==> config.mk <==
export PLATFORM = sky130hd
export DESIGN_NAME = hsie_top
export DESIGN_NICKNAME = d
export VERILOG_FILES = /design/src/logic/hsie_pkg.sv /design/src/logic/hsie_sync.sv /design/src/logic/hsie_top.sv
export SDC_FILE = /design/constraint.sdc
export NUM_CORES = 1
export LEC_CHECK = 0
export ABC_CLOCK_PERIOD_IN_PS = 2100
export BUFFER_PORTS_ARGS = -buffer_cell sky130_fd_sc_hd__buf_2
export CAP_MARGIN = 25
export CORE_MARGIN = 2
export CORE_UTILIZATION = 25
export DETAILED_ROUTE_END_ITERATION = 16
export SYNTH_ARGS = -nofsm -noshare
export SYNTH_HDL_FRONTEND = slang
export SYNTH_SLANG_ARGS = --single-unit
==> constraint.sdc <==
create_clock -name pclk -period 2.1 [get_ports pclk]
set_clock_uncertainty 0.2 [all_clocks]
set_input_delay 0.42 -clock pclk [delete_from_list [all_inputs] [get_ports pclk]]
set_output_delay 0.42 -clock pclk [all_outputs]
set_load 0.02 [all_outputs]
==> src/logic/hsie_pkg.sv <==
// Constants for the host serial interrupt enable block.
// Assumes an APB slave with 32-bit data and one register per aligned word.
package hsie_pkg;

   // ----------------------------------------
   // Register byte offsets
   // ----------------------------------------
   localparam logic [7:0] HSIE_OFS_CTRL = 8'h00;
   localparam logic [7:0] HSIE_OFS_MODE = 8'h04;
   localparam logic [7:0] HSIE_OFS_STAT = 8'h08;
   localparam logic [7:0] HSIE_OFS_MASK = 8'h0c;

   // ----------------------------------------
   // Field layout
   // ----------------------------------------
   localparam int HSIE_EN_W   = 4;
   localparam int HSIE_EN_LSB = 3;
   localparam int HSIE_MODE_DIRECT_BIT = 0;
   // Index 0..3 are register bits 3..6
   localparam logic [3:0] HSIE_EN_IS_CH3 = 4'he;

   // ----------------------------------------
   // Reset values
   // ----------------------------------------
   localparam logic [3:0] HSIE_EN_RST   = 4'h0;
   localparam logic       HSIE_MODE_RST = 1'b0;
   localparam logic [3:0] HSIE_STAT_RST = 4'h0;
   localparam logic [3:0] HSIE_MASK_RST = 4'h0;

   // ----------------------------------------
   // Serial interrupt frame timing: slot numbers, slot phases and start length in link clocks
   // ----------------------------------------
   localparam logic [3:0] HSIE_SLOT_INT11 = 4'hb;
   localparam logic [3:0] HSIE_SLOT_INT6  = 4'h6;
   localparam logic [3:0] HSIE_SLOT_INT9  = 4'h9;
   localparam logic [3:0] HSIE_SLOT_INT10 = 4'ha;
   localparam logic [3:0] HSIE_START_MIN_CLKS = 4'h4;
   localparam logic [1:0] HSIE_SLOT_LAST_PHASE = 2'h2;
   localparam logic [3:0] HSIE_LAST_SLOT = 4'hf;

   typedef enum logic [1:0] {
      HSIE_FR_IDLE,
      HSIE_FR_TURN,
      HSIE_FR_SLOTS
   } hsie_frame_t;

endpackage

==> src/logic/hsie_sync.sv <==
// Three-stage input synchroniser with agreement filter.
// Assumes asynchronous inputs; output changes once stages two and three agree.
`timescale 1ns/1ps
module hsie_sync #(
   parameter int WIDTH = 1
) (
   input  wire logic             pclk,
   input  wire logic             presetn,
   input  wire logic [WIDTH-1:0] async_in,
   output      logic [WIDTH-1:0] sync_out
);

   logic [WIDTH-1:0] s1_ff;
   logic [WIDTH-1:0] s2_ff;
   logic [WIDTH-1:0] s3_ff;

   always_ff @(posedge pclk or negedge presetn) begin
      if (!presetn) begin
         s1_ff    <= '0;
         s2_ff    <= '0;
         s3_ff    <= '0;
         sync_out <= '0;
      end else begin
         s1_ff <= async_in;
         s2_ff <= s1_ff;
         s3_ff <= s2_ff;
         for (int i = 0; i < WIDTH; i++) begin
            if (s2_ff[i] == s3_ff[i]) begin
               sync_out[i] <= s3_ff[i];
            end
         end
      end
   end

endmodule

==> src/logic/hsie_top.sv <==
// Host serial interrupt enables with APB registers and serial IRQ slot driver.
// Assumes output-buffer-full flags come from host-interface logic on pclk;
// the link clock, serial IRQ line and LPC resets arrive asynchronously.
//
// Added by the designer: the APB slave port and the register addresses.
`timescale 1ns/1ps
module hsie_top
   import hsie_pkg::*;
(
   input  wire logic        pclk,
   input  wire logic        presetn,
   input  wire logic        psel,
   input  wire logic        penable,
   input  wire logic        pwrite,
   input  wire logic [7:0]  paddr,
   input  wire logic [31:0] pwdata,
   input  wire logic [3:0]  pstrb,
   output      logic [31:0] prdata,
   output      logic        pready,
   output      logic        pslverr,
   input  wire logic        out_buffer_full_ch3,
   input  wire logic        out_buffer_full_ch2,
   input  wire logic        lpc_reset_n,
   input  wire logic        lpc_sw_reset,
   input  wire logic        lclk,
   input  wire logic        serirq_i,
   output      logic        serirq_o,
   output      logic        serirq_oe,
   output      logic        irq
);

   // ----------------------------------------
   // Asynchronous inputs
   // ----------------------------------------
   logic [3:0] sync_vec;
   logic       lclk_s, sio_s, lpc_rst_s;

   hsie_sync #(
      .WIDTH (4)
   ) u_sync (
      .pclk     (pclk),
      .presetn  (presetn),
      .async_in ({lclk, serirq_i, ~lpc_reset_n, lpc_sw_reset}),
      .sync_out (sync_vec)
   );

   assign lclk_s    = sync_vec[3];
   assign sio_s     = sync_vec[2];
   assign lpc_rst_s = sync_vec[1] | sync_vec[0];

   // ----------------------------------------
   // APB decode
   // ----------------------------------------
   logic        setup, done, wr_done, rd_done;
   logic        hit_ctrl, hit_mode, hit_stat, hit_mask, mapped;
   logic        direct_ff;
   logic [3:0]  en_ff, arm_ff, stat_ff, mask_ff, req_ff;
   logic [3:0]  obf_vec, obf_fall;
   logic [1:0]  obf_prev_ff;

   assign setup    = psel & ~penable;
   assign done     = psel & penable & pready;
   assign hit_ctrl = (paddr == HSIE_OFS_CTRL);
   assign hit_mode = (paddr == HSIE_OFS_MODE);
   assign hit_stat = (paddr == HSIE_OFS_STAT);
   assign hit_mask = (paddr == HSIE_OFS_MASK);
   assign mapped   = hit_ctrl | hit_mode | hit_stat | hit_mask;
   // Only the APB port sets the enables; LPC resets and flag falls can only clear them
   assign wr_done  = done & pwrite & mapped & pstrb[0];
   assign rd_done  = done & ~pwrite & mapped;

   // One wait-free answer: prepared in setup, presented in access
   always_ff @(posedge pclk or negedge presetn) begin
      if (!presetn) begin
         pready  <= 1'b0;
         pslverr <= 1'b0;
         prdata  <= '0;
      end else if (setup) begin
         pready  <= 1'b1;
         pslverr <= ~mapped;
         prdata  <= '0;
         if (!pwrite) begin
            unique case (1'b1)
               hit_ctrl: prdata[HSIE_EN_LSB +: HSIE_EN_W] <= en_ff;
               hit_mode: prdata[HSIE_MODE_DIRECT_BIT]      <= direct_ff;
               hit_stat: prdata[HSIE_EN_LSB +: HSIE_EN_W] <= stat_ff;
               hit_mask: prdata[HSIE_EN_LSB +: HSIE_EN_W] <= mask_ff;
               default:  prdata                           <= '0;
            endcase
         end
      end else if (done) begin
         pready  <= 1'b0;
         pslverr <= 1'b0;
      end
   end

   // ----------------------------------------
   // Output buffer full tracking
   // ----------------------------------------
   assign obf_vec = {out_buffer_full_ch3, out_buffer_full_ch3,
                     out_buffer_full_ch3, out_buffer_full_ch2};

   always_ff @(posedge pclk or negedge presetn) begin
      if (!presetn) begin
         obf_prev_ff <= 2'h0;
      end else begin
         obf_prev_ff <= {out_buffer_full_ch3, out_buffer_full_ch2};
      end
   end

   always_comb begin
      for (int i = 0; i < HSIE_EN_W; i++) begin
         if (HSIE_EN_IS_CH3[i]) begin
            obf_fall[i] = obf_prev_ff[1] & ~out_buffer_full_ch3;
         end else begin
            obf_fall[i] = obf_prev_ff[0] & ~out_buffer_full_ch2;
         end
      end
   end

   // ----------------------------------------
   // Enable bits
   // ----------------------------------------
   logic [3:0] wr_en_bits, nxt_en, nxt_arm;

   assign wr_en_bits = pwdata[HSIE_EN_LSB +: HSIE_EN_W];

   always_comb begin
      nxt_en  = en_ff;
      nxt_arm = arm_ff;
      if (rd_done && hit_ctrl) begin
         // Arm from the value software was shown, not from a later flag clear
         nxt_arm = arm_ff | ~prdata[HSIE_EN_LSB +: HSIE_EN_W];
      end
      if (wr_done && hit_ctrl) begin
         for (int i = 0; i < HSIE_EN_W; i++) begin
            if (!wr_en_bits[i]) begin
               nxt_en[i] = 1'b0;
            end else if (arm_ff[i]) begin
               nxt_en[i] = 1'b1;
            end
         end
         // A read is consumed by the next write, so a stale read cannot set a bit
         nxt_arm = '0;
      end
      if (!direct_ff) begin
         nxt_en = nxt_en & ~obf_fall;
      end
      if (lpc_rst_s) begin
         nxt_en  = HSIE_EN_RST;
         nxt_arm = '0;
      end
   end

   always_ff @(posedge pclk or negedge presetn) begin
      if (!presetn) begin
         en_ff  <= HSIE_EN_RST;
         arm_ff <= '0;
      end else begin
         en_ff  <= nxt_en;
         arm_ff <= nxt_arm;
      end
   end

   always_ff @(posedge pclk or negedge presetn) begin
      if (!presetn) begin
         direct_ff <= HSIE_MODE_RST;
         mask_ff   <= HSIE_MASK_RST;
      end else if (wr_done) begin
         if (hit_mode) begin
            direct_ff <= pwdata[HSIE_MODE_DIRECT_BIT];
         end
         if (hit_mask) begin
            mask_ff <= wr_en_bits;
         end
      end
   end

   // ----------------------------------------
   // Host requests and local interrupt
   // ----------------------------------------
   // Index 3: IRQ10, 2: IRQ9, 1: IRQ6 from channel 3; index 0: IRQ11 from channel 2
   logic [3:0] nxt_req, req_rise;

   always_comb begin
      if (direct_ff) begin
         nxt_req = en_ff;
      end else begin
         nxt_req = en_ff & obf_vec;
      end
   end

   always_ff @(posedge pclk or negedge presetn) begin
      if (!presetn) begin
         req_ff <= '0;
      end else begin
         req_ff <= nxt_req;
      end
   end

   assign req_rise = nxt_req & ~req_ff;

   // A new request in the cycle of a clearing read is kept
   always_ff @(posedge pclk or negedge presetn) begin
      if (!presetn) begin
         stat_ff <= HSIE_STAT_RST;
         irq     <= 1'b0;
      end else begin
         if (rd_done && hit_stat) begin
            stat_ff <= req_rise;
         end else begin
            stat_ff <= stat_ff | req_rise;
         end
         irq <= |(stat_ff & mask_ff);
      end
   end

   // ----------------------------------------
   // Serial IRQ frame
   // ----------------------------------------
   // Continuous mode only: this end never starts a frame itself
   hsie_frame_t state_ff, nxt_state;
   logic        lclk_prev_ff, tick, own_slot, own_req;
   logic [3:0]  low_cnt_ff, nxt_low_cnt, slot_ff, nxt_slot;
   logic [1:0]  phase_ff, nxt_phase;

   assign tick = lclk_s & ~lclk_prev_ff;

   always_comb begin
      nxt_state   = state_ff;
      nxt_low_cnt = low_cnt_ff;
      nxt_slot    = slot_ff;
      nxt_phase   = phase_ff;
      if (tick) begin
         unique case (state_ff)
            HSIE_FR_IDLE: begin
               if (!sio_s) begin
                  if (low_cnt_ff != HSIE_LAST_SLOT) begin
                     nxt_low_cnt = low_cnt_ff + 4'h1;
                  end
               end else begin
                  nxt_low_cnt = '0;
                  if (low_cnt_ff >= HSIE_START_MIN_CLKS) begin
                     nxt_state = HSIE_FR_TURN;
                  end
               end
            end
            HSIE_FR_TURN: begin
               nxt_state = HSIE_FR_SLOTS;
               nxt_slot  = '0;
               nxt_phase = '0;
            end
            HSIE_FR_SLOTS: begin
               if (phase_ff != HSIE_SLOT_LAST_PHASE) begin
                  nxt_phase = phase_ff + 2'h1;
               end else if (slot_ff == HSIE_LAST_SLOT) begin
                  nxt_state = HSIE_FR_IDLE;
               end else begin
                  nxt_phase = '0;
                  nxt_slot  = slot_ff + 4'h1;
               end
            end
         endcase
      end
      if (lpc_rst_s) begin
         nxt_state   = HSIE_FR_IDLE;
         nxt_low_cnt = '0;
      end
   end

   always_ff @(posedge pclk or negedge presetn) begin
      if (!presetn) begin
         state_ff     <= HSIE_FR_IDLE;
         lclk_prev_ff <= 1'b0;
         low_cnt_ff   <= '0;
         slot_ff      <= '0;
         phase_ff     <= '0;
      end else begin
         state_ff     <= nxt_state;
         lclk_prev_ff <= lclk_s;
         low_cnt_ff   <= nxt_low_cnt;
         slot_ff      <= nxt_slot;
         phase_ff     <= nxt_phase;
      end
   end

   always_comb begin
      own_slot = 1'b1;
      unique case (nxt_slot)
         HSIE_SLOT_INT10: own_req = req_ff[3];
         HSIE_SLOT_INT9:  own_req = req_ff[2];
         HSIE_SLOT_INT6:  own_req = req_ff[1];
         HSIE_SLOT_INT11: own_req = req_ff[0];
         default: begin
            own_req  = 1'b0;
            own_slot = 1'b0;
         end
      endcase
   end

   // Sample phase: low for an idle line, then one high recovery clock;
   // a pending request leaves the line to the pull-up
   always_ff @(posedge pclk or negedge presetn) begin
      if (!presetn) begin
         serirq_o  <= 1'b1;
         serirq_oe <= 1'b0;
      end else if (lpc_rst_s) begin
         serirq_o  <= 1'b1;
         serirq_oe <= 1'b0;
      end else if (tick) begin
         if (nxt_state == HSIE_FR_SLOTS && own_slot && nxt_phase == 2'h0) begin
            serirq_o  <= 1'b0;
            serirq_oe <= ~own_req;
         end else if (nxt_state == HSIE_FR_SLOTS && nxt_phase == 2'h1) begin
            serirq_o  <= 1'b1;
         end else begin
            serirq_o  <= 1'b1;
            serirq_oe <= 1'b0;
         end
      end
   end

endmodule

==> impl_metrics.json <==
{
  "max_stage_delay_ns": 0.38,
  "gp_congestion": 0.838,
  "rsz0062_at_grt": "true",
  "hold_ws_ns": 0.0275,
  "grt_busiest_layer": "met2",
  "final-setup-viol-count": 2,
  "design.portCount": 92,
  "vias": 2289,
  "ys_warn_count": 0,
  "hold_class": "input pin to register",
  "p_leak_uw": 0.00177,
  "postRouteAntennaNets": 0,
  "worstPathRequired_ns": 2.14,
  "area_growth_pct": 28.2,
  "period_minus_slack_ns": 2.30,
  "rows": 40,
  "crit_slowest_cell": "dfrtp_1",
  "endpoint_kind": "register",
  "ys_ff_latch": 62,
  "cts_max_path_buffers": 2,
  "initial_utilization": 0.253,
  "grtUsageMet1": 0.136,
  "dr.pass1.iters": 4,
  "die_x_um": 114,
  "ys_async_sr_fraction": 1.00,
  "ys_top_cells_by_area": "dfrtp_1 (51%), buf_4 (7.0%), nor2_1 (3.5%), a22o_1 (2.6%), a21oi_1 (2.5%)",
  "yosysSeqAreaShare": 0.517,
  "wl_per_cell_um": 12.3,
  "drv_cap": 0,
  "post-cts-setup-buffers": 0,
  "layout.cells.non_filler": 503,
  "core_area_sq_mm": 0.0119,
  "num-nets-final": 411,
  "use_met3": 0.0175,
  "synth-edff-count": 0,
  "die_area_sq_mm": 0.0129,
  "syn_area_sq_mm": 0.00300,
  "ys.flop_type": "dfrtp_1",
  "power.density_mw_per_mm2": 727,
  "fin_ws_ns": -0.204,
  "track_usage": 0.101,
  "violations": "setup timing",
  "dpl.cell_count": 483,
  "hold_viol_final": 0,
  "final-max-slew-violation-count": 0,
  "diodes": 0,
  "clkSlewWorstSetupHoldPaths_ns": 0.06,
  "grt_max_degree": 51,
  "irDropWorstVdd_uv": 466,
  "wirelength_mm": 6.18,
  "dieHeight_um": 114,
  "syn_area_per_cell_sq_um": 10.7,
  "status": "complete, but fails checks",
  "cts_tree": "done",
  "numPortBuffers": 34,
  "grt_first_pass_wirelength_mm": 10.4,
  "stdcell_area_sq_mm": 0.00385,
  "cts-buffers-inserted": 9,
  "antenna_found_initial": 0,
  "cts_max_level": 3,
  "drtIter0Drc": 136,
  "syn_inst": 280,
  "synth_cell_types": 57,
  "clk_latency_ns": 0.33,
  "finalPower_uw": 2800,
  "drive_gt1_frac": 0.292,
  "crit_fanout": 4,
  "grt_overflow_total": 0,
  "cts_root_buf": "clkbuf_16",
  "reg2reg_depth": 9,
  "utilization": 0.324,
  "first_global_vias": 2187,
  "synth_top_area_cell": "dfrtp_1",
  "arrival_ns": 2.34,
  "placedInstanceArea_sq_mm": 0.00349,
  "cts_sinks": 62,
  "drc_errors": 0,
  "grt_use_met2": 0.151,
  "worst-setup-path-type": "register to register",
  "clock.fmax_ghz": 0.434,
  "crit_chain": "inv_2, ha_4, nand3b_1, buf_4, o31ai_2, a21oi_1, o21bai_1, a21oi_2, o32ai_2",
  "via_per_inst": 4.55,
  "start_kind": "register",
  "dp_hpwl_mm": 4.52,
  "yosys.area.top_type_share": 0.509,
  "post-route-period-util": 1.10,
  "min_delay_path_depth": 2
}
placed cells by master, fill, tap and decap left out, drive strengths merged, types with 4 or more instances in the layout:
cell,instances
inv,13
dlygate4sd3,4
nand2b,4
mux2i,4
nand3,8
buf,62
and3,7
a22o,9
dfrtp,61
conb,27
o21ai,8
maj3,4
nor2,29
ha,5
nor2b,6
a21oi,15
o21a,4
mux2,6
nand2,11
clkbuf,10
nor3,9
final timing paths:
check	startpoint	end	slack [ns]
min in group asynchronous	presetn	prdata[0]	0.33
worst min register to register	u_sync.s1_ff[0]	u_sync.s2_ff[0]	0.15
worst max-delay path	state_ff[0]	serirq_oe	-0.20
worst min-delay path	lpc_reset_n	u_sync.s1_ff[1]	0.03
max in group asynchronous	presetn	serirq_o	0.75
worst max register to register	state_ff[0]	serirq_oe	-0.20
sequential cells by signal, summed over array words and instances, names as in the netlist:
name / cells
arm_ff: 4
direct_ff: 1
en_ff: 4
irq: 1
lclk_prev_ff: 1
low_cnt_ff: 4
mask_ff: 4
obf_prev_ff: 2
phase_ff: 2
prdata: 5
pready: 1
pslverr: 1
req_ff: 4
serirq_o: 1
serirq_oe: 1
slot_ff: 4
stat_ff: 4
state_ff: 2
u_sync.s1_ff: 4
u_sync.s2_ff: 4
u_sync.s3_ff: 4
u_sync.sync_out: 4
stage by stage:
| step | setup TNS (ns) | setup slack (ns) |
|---|---|---|
| floorplan | -0.0195 | -0.0195 |
| global placement | -0.422 | -0.259 |
| detailed placement | -0.466 | -0.270 |
| CTS | -0.360 | -0.219 |
| global route | -0.622 | -0.341 |
| finish | -0.326 | -0.204 |
layout make-up:
cell class              instances  area [sq um]
clock buffers                  10           239
clock inverters                 6          46.3
fillers                      1208          8010
inverters                      12          45.0
multi-input cells             200          1350
flip-flops and latches         62          1550
well taps                     147           184
repair buffers                 66           433
cells by family (layout without fill, tap and decap cells):
kind of cell	after synthesis	count (layout)	share of synthesized area
other	1	27	0.00125
AOI/OAI and AO/OA	63	63	0.158
muxes	10	10	0.0358
DFF	62	62	0.517
xor gates and xnor gates	1	1	0.00292
buffers and inverters	44	94	0.0905
adders and majority gates	9	9	0.0342
and+or+nand+nor	90	90	0.160
cell usage after synthesis (all sizes together), types with 2 or more instances:
library cell and instances:
dfrtp 61, buf 30, nor2 29, a21oi 15, inv 12, nand2 11, a22o 9, nor3 9
nand3 8, o21ai 8, and3 7, mux2 6, nor2b 6, ha 5, maj3 4, mux2i 4
nand2b 4, o21a 4, a2111oi 3, a31oi 3, nand3b 3, nand4b 3, a22oi 2, a311oi 2
clkbuf 2, nand4 2, nor3b 2, nor4b 2, o22ai 2, o31a 2
worst max-delay path, delay by kind of cell (launching register included):
kind	cells	cell delay [ns]
AO/OA/AOI/OAI	5	1.02
flip-flops	1	0.38
adder cells (fa/ha/maj)	1	0.26
buffers and inverters	2	0.23
AND/OR/NAND/NOR	1	0.14
per-layer routing:
metal | up-vias | part of all wire
met1 | 1103 | 0.48
met4 | 0 | 0.024
met3 | 12 | 0.036
li1 | 1102 | -
met2 | 72 | 0.46
met5 | - | 0
report_power, final:
part,total [uW],internal [uW],switching (uW)
clock,1370,834,533
combinational,190,61.0,129
sequential,1240,1220,16.2
timing repair:
action | in CTS | in global routing
pin swaps | 0 | 0
hold buffers | 4 | 0
hold endpoints to repair | 15 | 0
endpoints found under the setup margin | 2 | 2
gates resized for setup | 5 | 0
Note: power is estimated with default switching activity, not from simulation.
